==> src/pcct_consts.svh <==
// Named offsets, field positions, reset values and clock counts for the card cycle generator.
`ifndef PCCT_CONSTS_SVH
`define PCCT_CONSTS_SVH

// ************************************************************
// Register byte offsets on the Wishbone slave.
// ************************************************************
`define PCCT_OFS_S0_MEM  8'h00
`define PCCT_OFS_S0_IO   8'h04
`define PCCT_OFS_S1_MEM  8'h08
`define PCCT_OFS_S1_IO   8'h0c
`define PCCT_OFS_STATUS  8'h10
`define PCCT_CFG_SPAN    8'h10

// ************************************************************
// Field positions and reset values.
// ************************************************************
`define PCCT_CFG_WS_LSB  0
`define PCCT_CFG_WS_MSB  1
`define PCCT_CFG_ZWS     2
`define PCCT_CFG_TS_LSB  4
`define PCCT_CFG_TS_MSB  5
`define PCCT_CFG_RST     8'h10
`define PCCT_CFG_MASK    8'h37
`define PCCT_ADR_SOCK    3
`define PCCT_ADR_IO      2
`define PCCT_STS_BUSY    0
`define PCCT_STS_LAST_LSB 8
`define PCCT_STS_LAST_MSB 15

// ************************************************************
// Clock counts of the card cycle phases.
// ************************************************************
`define PCCT_SU_IO        8'h03
`define PCCT_SU_MEM_LO    8'h02
`define PCCT_SU_MEM_HI    8'h04
`define PCCT_ACT8_NORM    8'h13
`define PCCT_ACT8_WAIT    8'h17
`define PCCT_ACT8_ZWS     8'h07
`define PCCT_ACT16_IO_LO  8'h07
`define PCCT_ACT16_IO_HI  8'h0b
`define PCCT_ACT16_M0     8'h09
`define PCCT_ACT16_M1     8'h0d
`define PCCT_ACT16_M2     8'h11
`define PCCT_ACT16_M3     8'h17
`define PCCT_ACT16_M_ZWS  8'h05
`define PCCT_HOLD_LO      8'h02
`define PCCT_HOLD_HI      8'h03

`endif

==> src/pcct_pkg.sv <==
// Types shared by the card cycle generator modules.
package pcct_pkg;
    typedef enum logic [2:0] {
        PCCT_IDLE,
        PCCT_SETUP,
        PCCT_ACTIVE,
        PCCT_HOLD
    } pcct_state_type;
endpackage : pcct_pkg

==> src/pcct_sync2.sv <==
// Two-stage synchroniser for inputs arriving from the card pins.
module pcct_sync2 import pcct_pkg::*; #(
    parameter int WIDTH = 1,
    parameter logic [WIDTH-1:0] RST_VAL = '0
) (
    input  wire logic             i_mclk,
    input  wire logic             i_rst,
    input  wire logic [WIDTH-1:0] i_async,
    output logic      [WIDTH-1:0] o_sync
);
    logic [WIDTH-1:0] meta_reg;

    // ************************************************************
    // Synchroniser stages.
    // ************************************************************

    // The first stage feeds only the second, so metastability never reaches logic.
    always_ff @(posedge i_mclk) begin
        if (i_rst) begin
            meta_reg <= RST_VAL;
            o_sync   <= RST_VAL;
        end else begin
            meta_reg <= i_async;
            o_sync   <= meta_reg;
        end
    end
endmodule : pcct_sync2

==> src/pcct_down_counter.sv <==
// Loadable down counter that times one phase of a card cycle in whole clocks.
module pcct_down_counter import pcct_pkg::*; #(
    parameter int WIDTH = 8
) (
    input  wire logic             i_mclk,
    input  wire logic             i_rst,
    input  wire logic             i_load,
    input  wire logic [WIDTH-1:0] i_value,
    output logic                  o_zero
);
    logic [WIDTH-1:0] cnt_reg;

    // ************************************************************
    // Counter.
    // ************************************************************

    // Loading N-1 makes a phase that waits for zero last exactly N clocks.
    always_ff @(posedge i_mclk) begin
        if (i_rst) begin
            cnt_reg <= '0;
        end else if (i_load) begin
            cnt_reg <= i_value;
        end else if (cnt_reg != '0) begin
            cnt_reg <= cnt_reg - 1'b1;
        end
    end

    assign o_zero = (cnt_reg == '0);
endmodule : pcct_down_counter

==> src/pcct_cycle_gen.sv <==
// Card cycle generator: sequences address setup, command and hold for a 16-bit card socket.
//
// What this block does
// RULE1: Command length, and memory setup and hold, are looked up from the wait settings of the addressed socket's memory or I/O window.
// RULE2: Setup, command and hold phases are timed by counting whole clocks.
// RULE3: Each phase length equals or slightly exceeds the legacy controller timing and never falls short.
// RULE4: Address setup is 3 clocks for I/O, 2 for memory with the upper wait bit clear and 4 with it set.
// RULE5: 8-bit I/O command lasts 19 clocks, 23 with the wait bit set and 7 with only zero-wait set.
// RULE6: 8-bit memory command lasts 19 clocks for wait field 00, 23 for 01, 10 or 11, and 7 for 00 with zero-wait.
// RULE7: 16-bit I/O command lasts 7 clocks, 11 with the wait bit, and zero-wait never shortens it.
// RULE8: 16-bit memory command lasts 9, 13, 17 or 23 clocks for wait field 00 to 11, and 5 for 00 with zero-wait.
// RULE9: Address hold is 2 clocks for I/O, 2 for memory with the upper wait bit clear and 3 with it set.
// RULE10: While the card holds its wait line low the command is extended past its programmed minimum.
// RULE11: A cycle drives address and enables, counts setup, asserts the command, deasserts it, counts hold, releases.
`include "pcct_consts.svh"

module pcct_cycle_gen import pcct_pkg::*; #(
    parameter int NUM_SOCKETS = 2,
    parameter int CNT_W       = 8
) (
    input  wire logic        i_mclk,
    input  wire logic        i_rst,
    // Wishbone slave.
    input  wire logic        i_wb_cyc,
    input  wire logic        i_wb_stb,
    input  wire logic        i_wb_we,
    input  wire logic [7:0]  i_wb_adr,
    input  wire logic [3:0]  i_wb_sel,
    input  wire logic [31:0] i_wb_dat,
    output logic      [31:0] o_wb_dat,
    output logic             o_wb_ack,
    // Internal request side.
    input  wire logic        i_req_valid,
    input  wire logic        i_req_socket,
    input  wire logic        i_req_mem,
    input  wire logic        i_req_wide,
    input  wire logic        i_req_write,
    input  wire logic        i_req_attr,
    input  wire logic [25:0] i_req_addr,
    input  wire logic [15:0] i_req_wdata,
    output logic             o_req_ready,
    output logic             o_req_done,
    output logic      [15:0] o_req_rdata,
    // Card side.
    output logic      [25:0] o_card_addr,
    output logic             o_card_reg_n,
    output logic             o_card_ce1_n,
    output logic             o_card_ce2_n,
    output logic             o_card_oe_n,
    output logic             o_card_we_n,
    output logic             o_card_iord_n,
    output logic             o_card_iowr_n,
    input  wire logic [15:0] i_card_data,
    output logic      [15:0] o_card_data,
    output logic             o_card_data_oe_n,
    input  wire logic        i_card_wait_n
);
    // ************************************************************
    // Parameter checks.
    // ************************************************************
    if (NUM_SOCKETS < 1 || NUM_SOCKETS > 2) begin : g_bad_sockets
        $error("NUM_SOCKETS must be 1 or 2");
    end
    if (CNT_W < 5) begin : g_bad_cnt
        $error("CNT_W must hold a count of 23");
    end

    // ************************************************************
    // Declarations.
    // ************************************************************
    logic [7:0]     cfg_reg [2*NUM_SOCKETS];
    pcct_state_type state_reg;
    logic           mem_reg;
    logic           write_reg;
    logic [7:0]     act_cnt_reg;
    logic [7:0]     hold_cnt_reg;
    logic [7:0]     last_act_reg;
    logic [7:0]     act_meas_reg;
    logic [7:0]     sel_cfg;
    logic [7:0]     su_cnt;
    logic [7:0]     act_cnt;
    logic [7:0]     hold_cnt;
    logic [1:0]     ws_field;
    logic           zws_bit;
    logic           wait_n_sync;
    logic [15:0]    data_sync;
    logic           cnt_load;
    logic [CNT_W-1:0] cnt_value;
    logic           cnt_zero;
    logic           take_req;
    logic           wb_req;
    logic           cfg_hit;
    logic [7:0]     status_low;
    logic [1:0]     cfg_idx;

    // ************************************************************
    // Card input synchronisers.
    // ************************************************************

    // The wait line is a pin, so it is resynchronised before the sequencer reads it.
    pcct_sync2 #(
        .WIDTH   (1),
        .RST_VAL (1'b1)
    ) u_wait_sync (
        .i_mclk  (i_mclk),
        .i_rst   (i_rst),
        .i_async (i_card_wait_n),
        .o_sync  (wait_n_sync)
    );

    // Read data is sampled two clocks late, which still falls inside the command.
    pcct_sync2 #(
        .WIDTH   (16),
        .RST_VAL (16'h0000)
    ) u_data_sync (
        .i_mclk  (i_mclk),
        .i_rst   (i_rst),
        .i_async (i_card_data),
        .o_sync  (data_sync)
    );

    // ************************************************************
    // Wishbone slave.
    // ************************************************************
    assign wb_req  = i_wb_cyc & i_wb_stb & ~o_wb_ack;
    assign cfg_hit = (i_wb_adr < `PCCT_CFG_SPAN) &&
                     (int'(i_wb_adr[`PCCT_ADR_SOCK]) < NUM_SOCKETS) &&
                     (i_wb_adr[1:0] == 2'b00);
    assign cfg_idx = {i_wb_adr[`PCCT_ADR_SOCK], i_wb_adr[`PCCT_ADR_IO]};
    assign status_low = {7'h00, (state_reg != PCCT_IDLE)};

    // Ack comes one clock after the strobe and drops in the next; unmapped reads give zero.
    always_ff @(posedge i_mclk) begin
        if (i_rst) begin
            o_wb_ack <= 1'b0;
            o_wb_dat <= 32'h0000_0000;
        end else begin
            o_wb_ack <= wb_req;
            o_wb_dat <= 32'h0000_0000;
            if (wb_req && !i_wb_we) begin
                if (cfg_hit) begin
                    o_wb_dat <= {24'h00_0000, cfg_reg[cfg_idx]};
                end else if (i_wb_adr == `PCCT_OFS_STATUS) begin
                    o_wb_dat <= {16'h0000, last_act_reg, status_low};
                end
            end
        end
    end

    // Window wait settings; only the low byte lane carries fields, reserved bits stay zero.
    always_ff @(posedge i_mclk) begin
        if (i_rst) begin
            for (int i = 0; i < 2*NUM_SOCKETS; i++) begin
                cfg_reg[i] <= `PCCT_CFG_RST;
            end
        end else if (wb_req && i_wb_we && cfg_hit && i_wb_sel[0]) begin
            cfg_reg[cfg_idx] <= i_wb_dat[7:0] & `PCCT_CFG_MASK;
        end
    end

    // ************************************************************
    // Timing lookup.
    // ************************************************************

    // The timing select field has one documented setting; every value uses that table.
    always_comb begin
        sel_cfg  = cfg_reg[(NUM_SOCKETS > 1) ? {i_req_socket, ~i_req_mem} : {1'b0, ~i_req_mem}]; // [RULE1]
        ws_field = sel_cfg[`PCCT_CFG_WS_MSB:`PCCT_CFG_WS_LSB];
        zws_bit  = sel_cfg[`PCCT_CFG_ZWS];
        if (!i_req_mem) begin
            su_cnt   = `PCCT_SU_IO;   // [RULE4]
            hold_cnt = `PCCT_HOLD_LO; // [RULE9]
            if (!i_req_wide) begin
                if (ws_field[0]) begin
                    act_cnt = `PCCT_ACT8_WAIT; // [RULE5]
                end else if (zws_bit) begin
                    act_cnt = `PCCT_ACT8_ZWS;  // [RULE5]
                end else begin
                    act_cnt = `PCCT_ACT8_NORM; // [RULE5]
                end
            end else begin
                // Zero-wait is ignored here on purpose.
                act_cnt = ws_field[0] ? `PCCT_ACT16_IO_HI : `PCCT_ACT16_IO_LO; // [RULE7]
            end
        end else begin
            su_cnt   = ws_field[1] ? `PCCT_SU_MEM_HI : `PCCT_SU_MEM_LO; // [RULE4]
            hold_cnt = ws_field[1] ? `PCCT_HOLD_HI : `PCCT_HOLD_LO;     // [RULE9]
            if (!i_req_wide) begin
                if (ws_field != 2'b00) begin
                    act_cnt = `PCCT_ACT8_WAIT; // [RULE6]
                end else if (zws_bit) begin
                    act_cnt = `PCCT_ACT8_ZWS;  // [RULE6]
                end else begin
                    act_cnt = `PCCT_ACT8_NORM; // [RULE6]
                end
            end else begin
                case (ws_field)
                    2'b00: act_cnt = zws_bit ? `PCCT_ACT16_M_ZWS : `PCCT_ACT16_M0; // [RULE8]
                    2'b01: act_cnt = `PCCT_ACT16_M1; // [RULE8]
                    2'b10: act_cnt = `PCCT_ACT16_M2; // [RULE8]
                    // The printed entry disagrees with itself; the longer count cannot fall short.
                    2'b11: act_cnt = `PCCT_ACT16_M3; // [RULE8] [RULE3]
                    default: act_cnt = `PCCT_ACT16_M3;
                endcase
            end
        end
    end

    // ************************************************************
    // Phase counter.
    // ************************************************************
    assign take_req = (state_reg == PCCT_IDLE) && i_req_valid;

    // Each phase loads its count minus one so setup and hold span exactly that many clocks and the command at least that many.
    always_comb begin
        cnt_load  = 1'b0;
        cnt_value = '0;
        case (state_reg)
            PCCT_IDLE: begin
                cnt_load  = take_req;
                cnt_value = CNT_W'(su_cnt - 8'h01); // [RULE2]
            end
            PCCT_SETUP: begin
                cnt_load  = cnt_zero;
                cnt_value = CNT_W'(act_cnt_reg - 8'h01); // [RULE2]
            end
            PCCT_ACTIVE: begin
                cnt_load  = cnt_zero && wait_n_sync;
                cnt_value = CNT_W'(hold_cnt_reg - 8'h01); // [RULE2]
            end
            default: begin
                cnt_load  = 1'b0;
                cnt_value = '0;
            end
        endcase
    end

    pcct_down_counter #(
        .WIDTH   (CNT_W)
    ) u_phase_cnt (
        .i_mclk  (i_mclk),
        .i_rst   (i_rst),
        .i_load  (cnt_load),
        .i_value (cnt_value),
        .o_zero  (cnt_zero)
    );

    // ************************************************************
    // Cycle sequencer.
    // ************************************************************

    // Phase order is fixed; the command only ends once the count is out and the card is ready.
    always_ff @(posedge i_mclk) begin
        if (i_rst) begin
            state_reg    <= PCCT_IDLE;
            mem_reg      <= 1'b0;
            write_reg    <= 1'b0;
            act_cnt_reg  <= `PCCT_ACT8_NORM;
            hold_cnt_reg <= `PCCT_HOLD_LO;
        end else begin
            case (state_reg)
                PCCT_IDLE: begin
                    if (take_req) begin
                        state_reg    <= PCCT_SETUP; // [RULE11]
                        mem_reg      <= i_req_mem;
                        write_reg    <= i_req_write;
                        act_cnt_reg  <= act_cnt;
                        hold_cnt_reg <= hold_cnt;
                    end
                end
                PCCT_SETUP: begin
                    if (cnt_zero) begin
                        state_reg <= PCCT_ACTIVE; // [RULE11]
                    end
                end
                PCCT_ACTIVE: begin
                    if (cnt_zero && wait_n_sync) begin
                        state_reg <= PCCT_HOLD; // [RULE10] [RULE11]
                    end
                end
                PCCT_HOLD: begin
                    if (cnt_zero) begin
                        state_reg <= PCCT_IDLE; // [RULE11]
                    end
                end
                default: state_reg <= PCCT_IDLE;
            endcase
        end
    end

    // Address, attribute select, enables and write data are set up at acceptance; attribute select, enables and data drive are released after hold.
    always_ff @(posedge i_mclk) begin
        if (i_rst) begin
            o_card_addr      <= 26'h000_0000;
            o_card_reg_n     <= 1'b1;
            o_card_ce1_n     <= 1'b1;
            o_card_ce2_n     <= 1'b1;
            o_card_data      <= 16'h0000;
            o_card_data_oe_n <= 1'b1;
        end else if (take_req) begin
            o_card_addr      <= i_req_addr; // [RULE11]
            o_card_reg_n     <= ~i_req_attr;
            o_card_ce1_n     <= 1'b0;
            o_card_ce2_n     <= ~i_req_wide;
            o_card_data      <= i_req_wdata;
            o_card_data_oe_n <= ~i_req_write;
        end else if (state_reg == PCCT_HOLD && cnt_zero) begin
            o_card_reg_n     <= 1'b1; // [RULE11]
            o_card_ce1_n     <= 1'b1;
            o_card_ce2_n     <= 1'b1;
            o_card_data_oe_n <= 1'b1;
        end
    end

    // Command strobe: low from the end of setup until the extended active count has run out.
    always_ff @(posedge i_mclk) begin
        if (i_rst) begin
            o_card_oe_n   <= 1'b1;
            o_card_we_n   <= 1'b1;
            o_card_iord_n <= 1'b1;
            o_card_iowr_n <= 1'b1;
        end else if (state_reg == PCCT_SETUP && cnt_zero) begin
            o_card_oe_n   <= ~(mem_reg & ~write_reg);
            o_card_we_n   <= ~(mem_reg & write_reg);
            o_card_iord_n <= ~(~mem_reg & ~write_reg);
            o_card_iowr_n <= ~(~mem_reg & write_reg);
        end else if (state_reg == PCCT_ACTIVE && cnt_zero && wait_n_sync) begin
            o_card_oe_n   <= 1'b1; // [RULE10]
            o_card_we_n   <= 1'b1;
            o_card_iord_n <= 1'b1;
            o_card_iowr_n <= 1'b1;
        end
    end

    // ************************************************************
    // Request answer and status.
    // ************************************************************

    // Ready is registered so it drops in the clock after a request is taken.
    always_ff @(posedge i_mclk) begin
        if (i_rst) begin
            o_req_ready <= 1'b1;
            o_req_done  <= 1'b0;
            o_req_rdata <= 16'h0000;
        end else begin
            o_req_done <= (state_reg == PCCT_HOLD) && cnt_zero;
            if (take_req) begin
                o_req_ready <= 1'b0;
            end else if (state_reg == PCCT_HOLD && cnt_zero) begin
                o_req_ready <= 1'b1;
            end
            if (state_reg == PCCT_ACTIVE && cnt_zero && wait_n_sync && !write_reg) begin
                o_req_rdata <= data_sync;
            end
        end
    end

    // Measured command length saturates, so long wait extensions read as the maximum.
    always_ff @(posedge i_mclk) begin
        if (i_rst) begin
            act_meas_reg <= 8'h00;
            last_act_reg <= 8'h00;
        end else if (state_reg == PCCT_SETUP) begin
            act_meas_reg <= 8'h01;
        end else if (state_reg == PCCT_ACTIVE) begin
            if (cnt_zero && wait_n_sync) begin
                last_act_reg <= act_meas_reg;
            end else if (act_meas_reg != 8'hff) begin
                act_meas_reg <= act_meas_reg + 8'h01;
            end
        end
    end
endmodule : pcct_cycle_gen

==> config.mk <==
export PLATFORM = sky130hd
export DESIGN_NAME = pcct_cycle_gen
export DESIGN_NICKNAME = d
export VERILOG_FILES = /design/src/pcct_pkg.sv /design/src/pcct_sync2.sv /design/src/pcct_down_counter.sv /design/src/pcct_cycle_gen.sv
export VERILOG_INCLUDE_DIRS = /design/src
export SDC_FILE = /design/constraint.sdc
export NUM_CORES = 1
export LEC_CHECK = 0
export BUFFER_PORTS_ARGS = -buffer_cell sky130_fd_sc_hd__buf_4
export CORE_MARGIN = 1
export CORE_UTILIZATION = 39
export CTS_CLUSTER_DIAMETER = 100
export CTS_CLUSTER_SIZE = 12
export DETAILED_ROUTE_END_ITERATION = 10
export GPL_TIMING_DRIVEN = 0
export RECOVER_POWER = 25
export REMOVE_ABC_BUFFERS = 1
export SLEW_MARGIN = 0
export SYNTH_ARGS = -nofsm -noshare
export SYNTH_HDL_FRONTEND = slang
export SYNTH_HIERARCHICAL = 1
export SYNTH_SLANG_ARGS = --single-unit
==> constraint.sdc <==
create_clock -name i_mclk -period 6.7 [get_ports i_mclk]
set_input_delay 0.67 -clock i_mclk [delete_from_list [all_inputs] [get_ports i_mclk]]
set_output_delay 0.67 -clock i_mclk [all_outputs]
set_load 0.03 [all_outputs]
==> results.cfg <==
[status]
outcome = finished clean

[final_layout]
drive_gt1_frac = 0.215
insertedDiodeCount = 0
finalCoreUtilization = 0.509
largest_reg_flops = 26
fill_cells = 1577
multi_input_area_sq_um = 2850
synthToLayoutAreaGrowth_pct = 26.9
seqCellArea_sq_um = 3560
final_nets = 975

[place]
finalWeightedCongestion = 0.753
dp_hpwl_mm = 10.3
port_buffers = 165

[timing]
rsz0062_at_grt = false
max_freq_ghz = 0.319
hold_viol_final = 0
fin_skew_ps = 9.57
final-setup-viol-count = 0
fin_tns_setup_ps = 0
period_share = 0.468
slew_viol_final = 0
period_needed_ps = 3130
relSlewSlack = 0.260
tightest_slew_ps = 1110

[cts]
post_cts_buffers = 0
post_cts_resized = 0
clk_latency_ps = 430
cts_made_buffers = 17
clock_sinks = 168
postCtsHoldBufs = 0
clk_pin_slew_ps = 70
cts_max_level = 4
clockBufferDepth = 2
cts-root-buf = clkbuf_16
cts_tree = built

[floorplan]
fp.dieH_um = 133
die_x_um = 133
ios = 215
num_rows = 47
start_util = 0.401
die_area_sq_um = 17700
coreArea_sq_um = 16700

[worst_setup_path]
required_ps = 6950
cp-end-kind = register
rr_endpoint = u_phase_cnt/cnt_reg[4]$_SDFFE_PP0P_
crit_path_start_kind = register
arrival_ps = 3380
path_max_fanout = 19
r2r_slack_ps = 3570
r2r_start = u_phase_cnt/cnt_reg[3]$_SDFFE_PP0P_
crit_type = reg -> reg
reg2reg_depth = 7

[power_and_ir_drop]
peakVddDrop_v = 0.000221
p_leak_nw = 3.48
powerDensity_nw_per_um2 = 348

[global_routing]
grt_usage = 0.174
use_met2 = 0.310
grt_max_degree = 139
top_usage_layer = met2
grt.overflow.total = 0
gr-usage-met1 = 0.193
grt_pass1_wl_mm = 24.6
grt_pass1_vias = 5168
grtUsageMet3 = 0.0464
antenna_found_initial = 0

[hold_path]
hold_class = reg -> reg
worstHoldStart = u_wait_sync/meta_reg$_SDFF_PP1_
whs_path_depth = 1
min_to = u_wait_sync/o_sync$_SDFF_PP1_

[logic_synthesis]
ys.flop_type = dfxtp_1
synth_area_leader_cell = dfxtp_1
synth_top_area_frac = 0.442
syn_area_sq_um = 6700
synth_area_per_cell_sq_um = 9.48
syn_inst = 707
synth_area_leaders = dfxtp_1 (44%), edfxtp_1 (9.0%), nand2_1 (8.1%), a21oi_1 (5.6%), nor2b_1 (3.5%)
synthDistinctLibCells = 64
postSynth.asyncResetShare = 0
ys_seq_area_frac = 0.532
ys_ff_latch = 168
yosys_warnings = 6
synth-edff-count = 20

[detailed_routing]
num_vias = 5212
routedWlPerCell_um = 13.6
routed_wl_mm = 14.8
drtPass1Iterations = 5
antenna_left = 0
viasPerCell = 4.80
drt_first_iter_violations = 232
drc = 0

[flow_run]
drv_cap = 0
==> worst max-delay path: stages (launching register included) <==
cell	delay, ps
dfxtp_1	360
nor4_4	380
and4bb_1	700
nor2b_1	400
nor2_1	80
nor2_1	650
or2_2	280
o32ai_1	100
==> per-stage QoR <==
| stage | cells | area (sq um) | power (mW) | hold WS, ps | worst slack (ps) |
|---|---|---|---|---|---|
| after floorplan | 667 | 6450 | 1.72 | 385 | 4020 |
| after global placement | 1052 | 7960 | 1.95 | 405 | 3140 |
| after detailed placement | 1053 | 7990 | 1.99 | 402 | 3290 |
| after CTS | 1085 | 8620 | 3.01 | 415 | 3560 |
| after global routing | 1085 | 8500 | 3.13 | 421 | 3270 |
| final | 1085 | 8500 | 2.96 | 424 | 3570 |
==> cells in the final DEF, fill, tap and decap left out, drive strengths merged, types with 10 or more instances in the layout <==
| cell | n |
|---|---|
| nand2 | 145 |
| nor2b | 38 |
| dfxtp | 148 |
| conb | 21 |
| and2 | 21 |
| inv | 16 |
| a21oi | 75 |
| edfxtp | 20 |
| buf | 134 |
| clkbuf | 49 |
| and3 | 10 |
| mux2i | 14 |
| nand2b | 10 |
| nor3 | 12 |
| nor2 | 35 |
==> worst max-delay path by stage <==
stage	from	to	depth (start not counted)
6_report	u_phase_cnt/cnt_reg[3]$_SDFFE_PP0P_	u_phase_cnt/cnt_reg[4]$_SDFFE_PP0P_	7
5_1_grt	u_phase_cnt/cnt_reg[3]$_SDFFE_PP0P_	u_phase_cnt/cnt_reg[4]$_SDFFE_PP0P_	7
4_1_cts	u_phase_cnt/cnt_reg[3]$_SDFFE_PP0P_	u_phase_cnt/cnt_reg[4]$_SDFFE_PP0P_	7
3_5_place_dp	i_rst	cfg_reg[1][3]$_SDFFCE_PN1P_	5
3_3_place_gp	i_req_valid	u_phase_cnt/cnt_reg[4]$_SDFFE_PP0P_	6
2_1_floorplan	state_reg[0]$_SDFFE_PP0P_	u_phase_cnt/cnt_reg[3]$_SDFFE_PP0P_	7
==> power by group <==
part	total [mW]	switching [mW]	internal (mW)
registers	1.19	0.0729	1.12
clock network	1.00	0.461	0.543
logic	0.768	0.479	0.289
total	2.96	1.01	1.95
==> cells in the mapped netlist, types with 2 or more instances <==
cell type	count
nor4_1	2
and3b_1	2
nand3b_1	5
nand2b_1	10
nor3b_1	3
o21ai_1	5
inv_1	8
a21oi_1	75
nor2_1	35
nor4_4	2
xor2_1	5
edfxtp_1	20
nor2b_1	38
o211ai_1	2
dfxtp_1	148
nand4_1	2
or2_2	2
o21a_1	2
or4_4	2
ha_1	9
or2_1	4
mux2i_1	14
or3_1	3
and2_1	21
mux4_2	7
and3_1	10
nand2_1	145
nand3_1	9
a211oi_1	3
o32ai_1	6
buf_2	4
a311oi_1	3
o22ai_1	2
clkbuf_1	30
a21boi_1	2
nor4b_1	2
xnor2_1	3
nand4b_1	2
buf_4	24
nor3_1	12
==> cell type report <==
class                      count  area share
timing repair buffer         166       0.135
tap                          220      0.0324
inverter                       9     0.00397
multi-input combinational    490       0.336
clock inverter                15      0.0234
clock buffer                  17      0.0500
sequential                   168       0.419
==> kinds of logic after synthesis <==
| group | count (synthesis) | share of synthesized area |
|---|---|---|
| mux | 22 | 0.0461 |
| xor+xnor | 8 | 0.0105 |
| fa+ha+maj | 9 | 0.0168 |
| other cells | 1 | 0.000560 |
| buf+inv | 69 | 0.0540 |
| flops | 168 | 0.532 |
| compound gates | 114 | 0.103 |
| simple gates | 316 | 0.238 |
==> per-layer routing <==
metal	vias to the layer above	routed length [um]
met5	-	0
met4	0	260
li1	2643	-
met1	2424	6140
met3	18	695
met2	127	7700
Note: power is estimated with default switching activity, not from simulation.
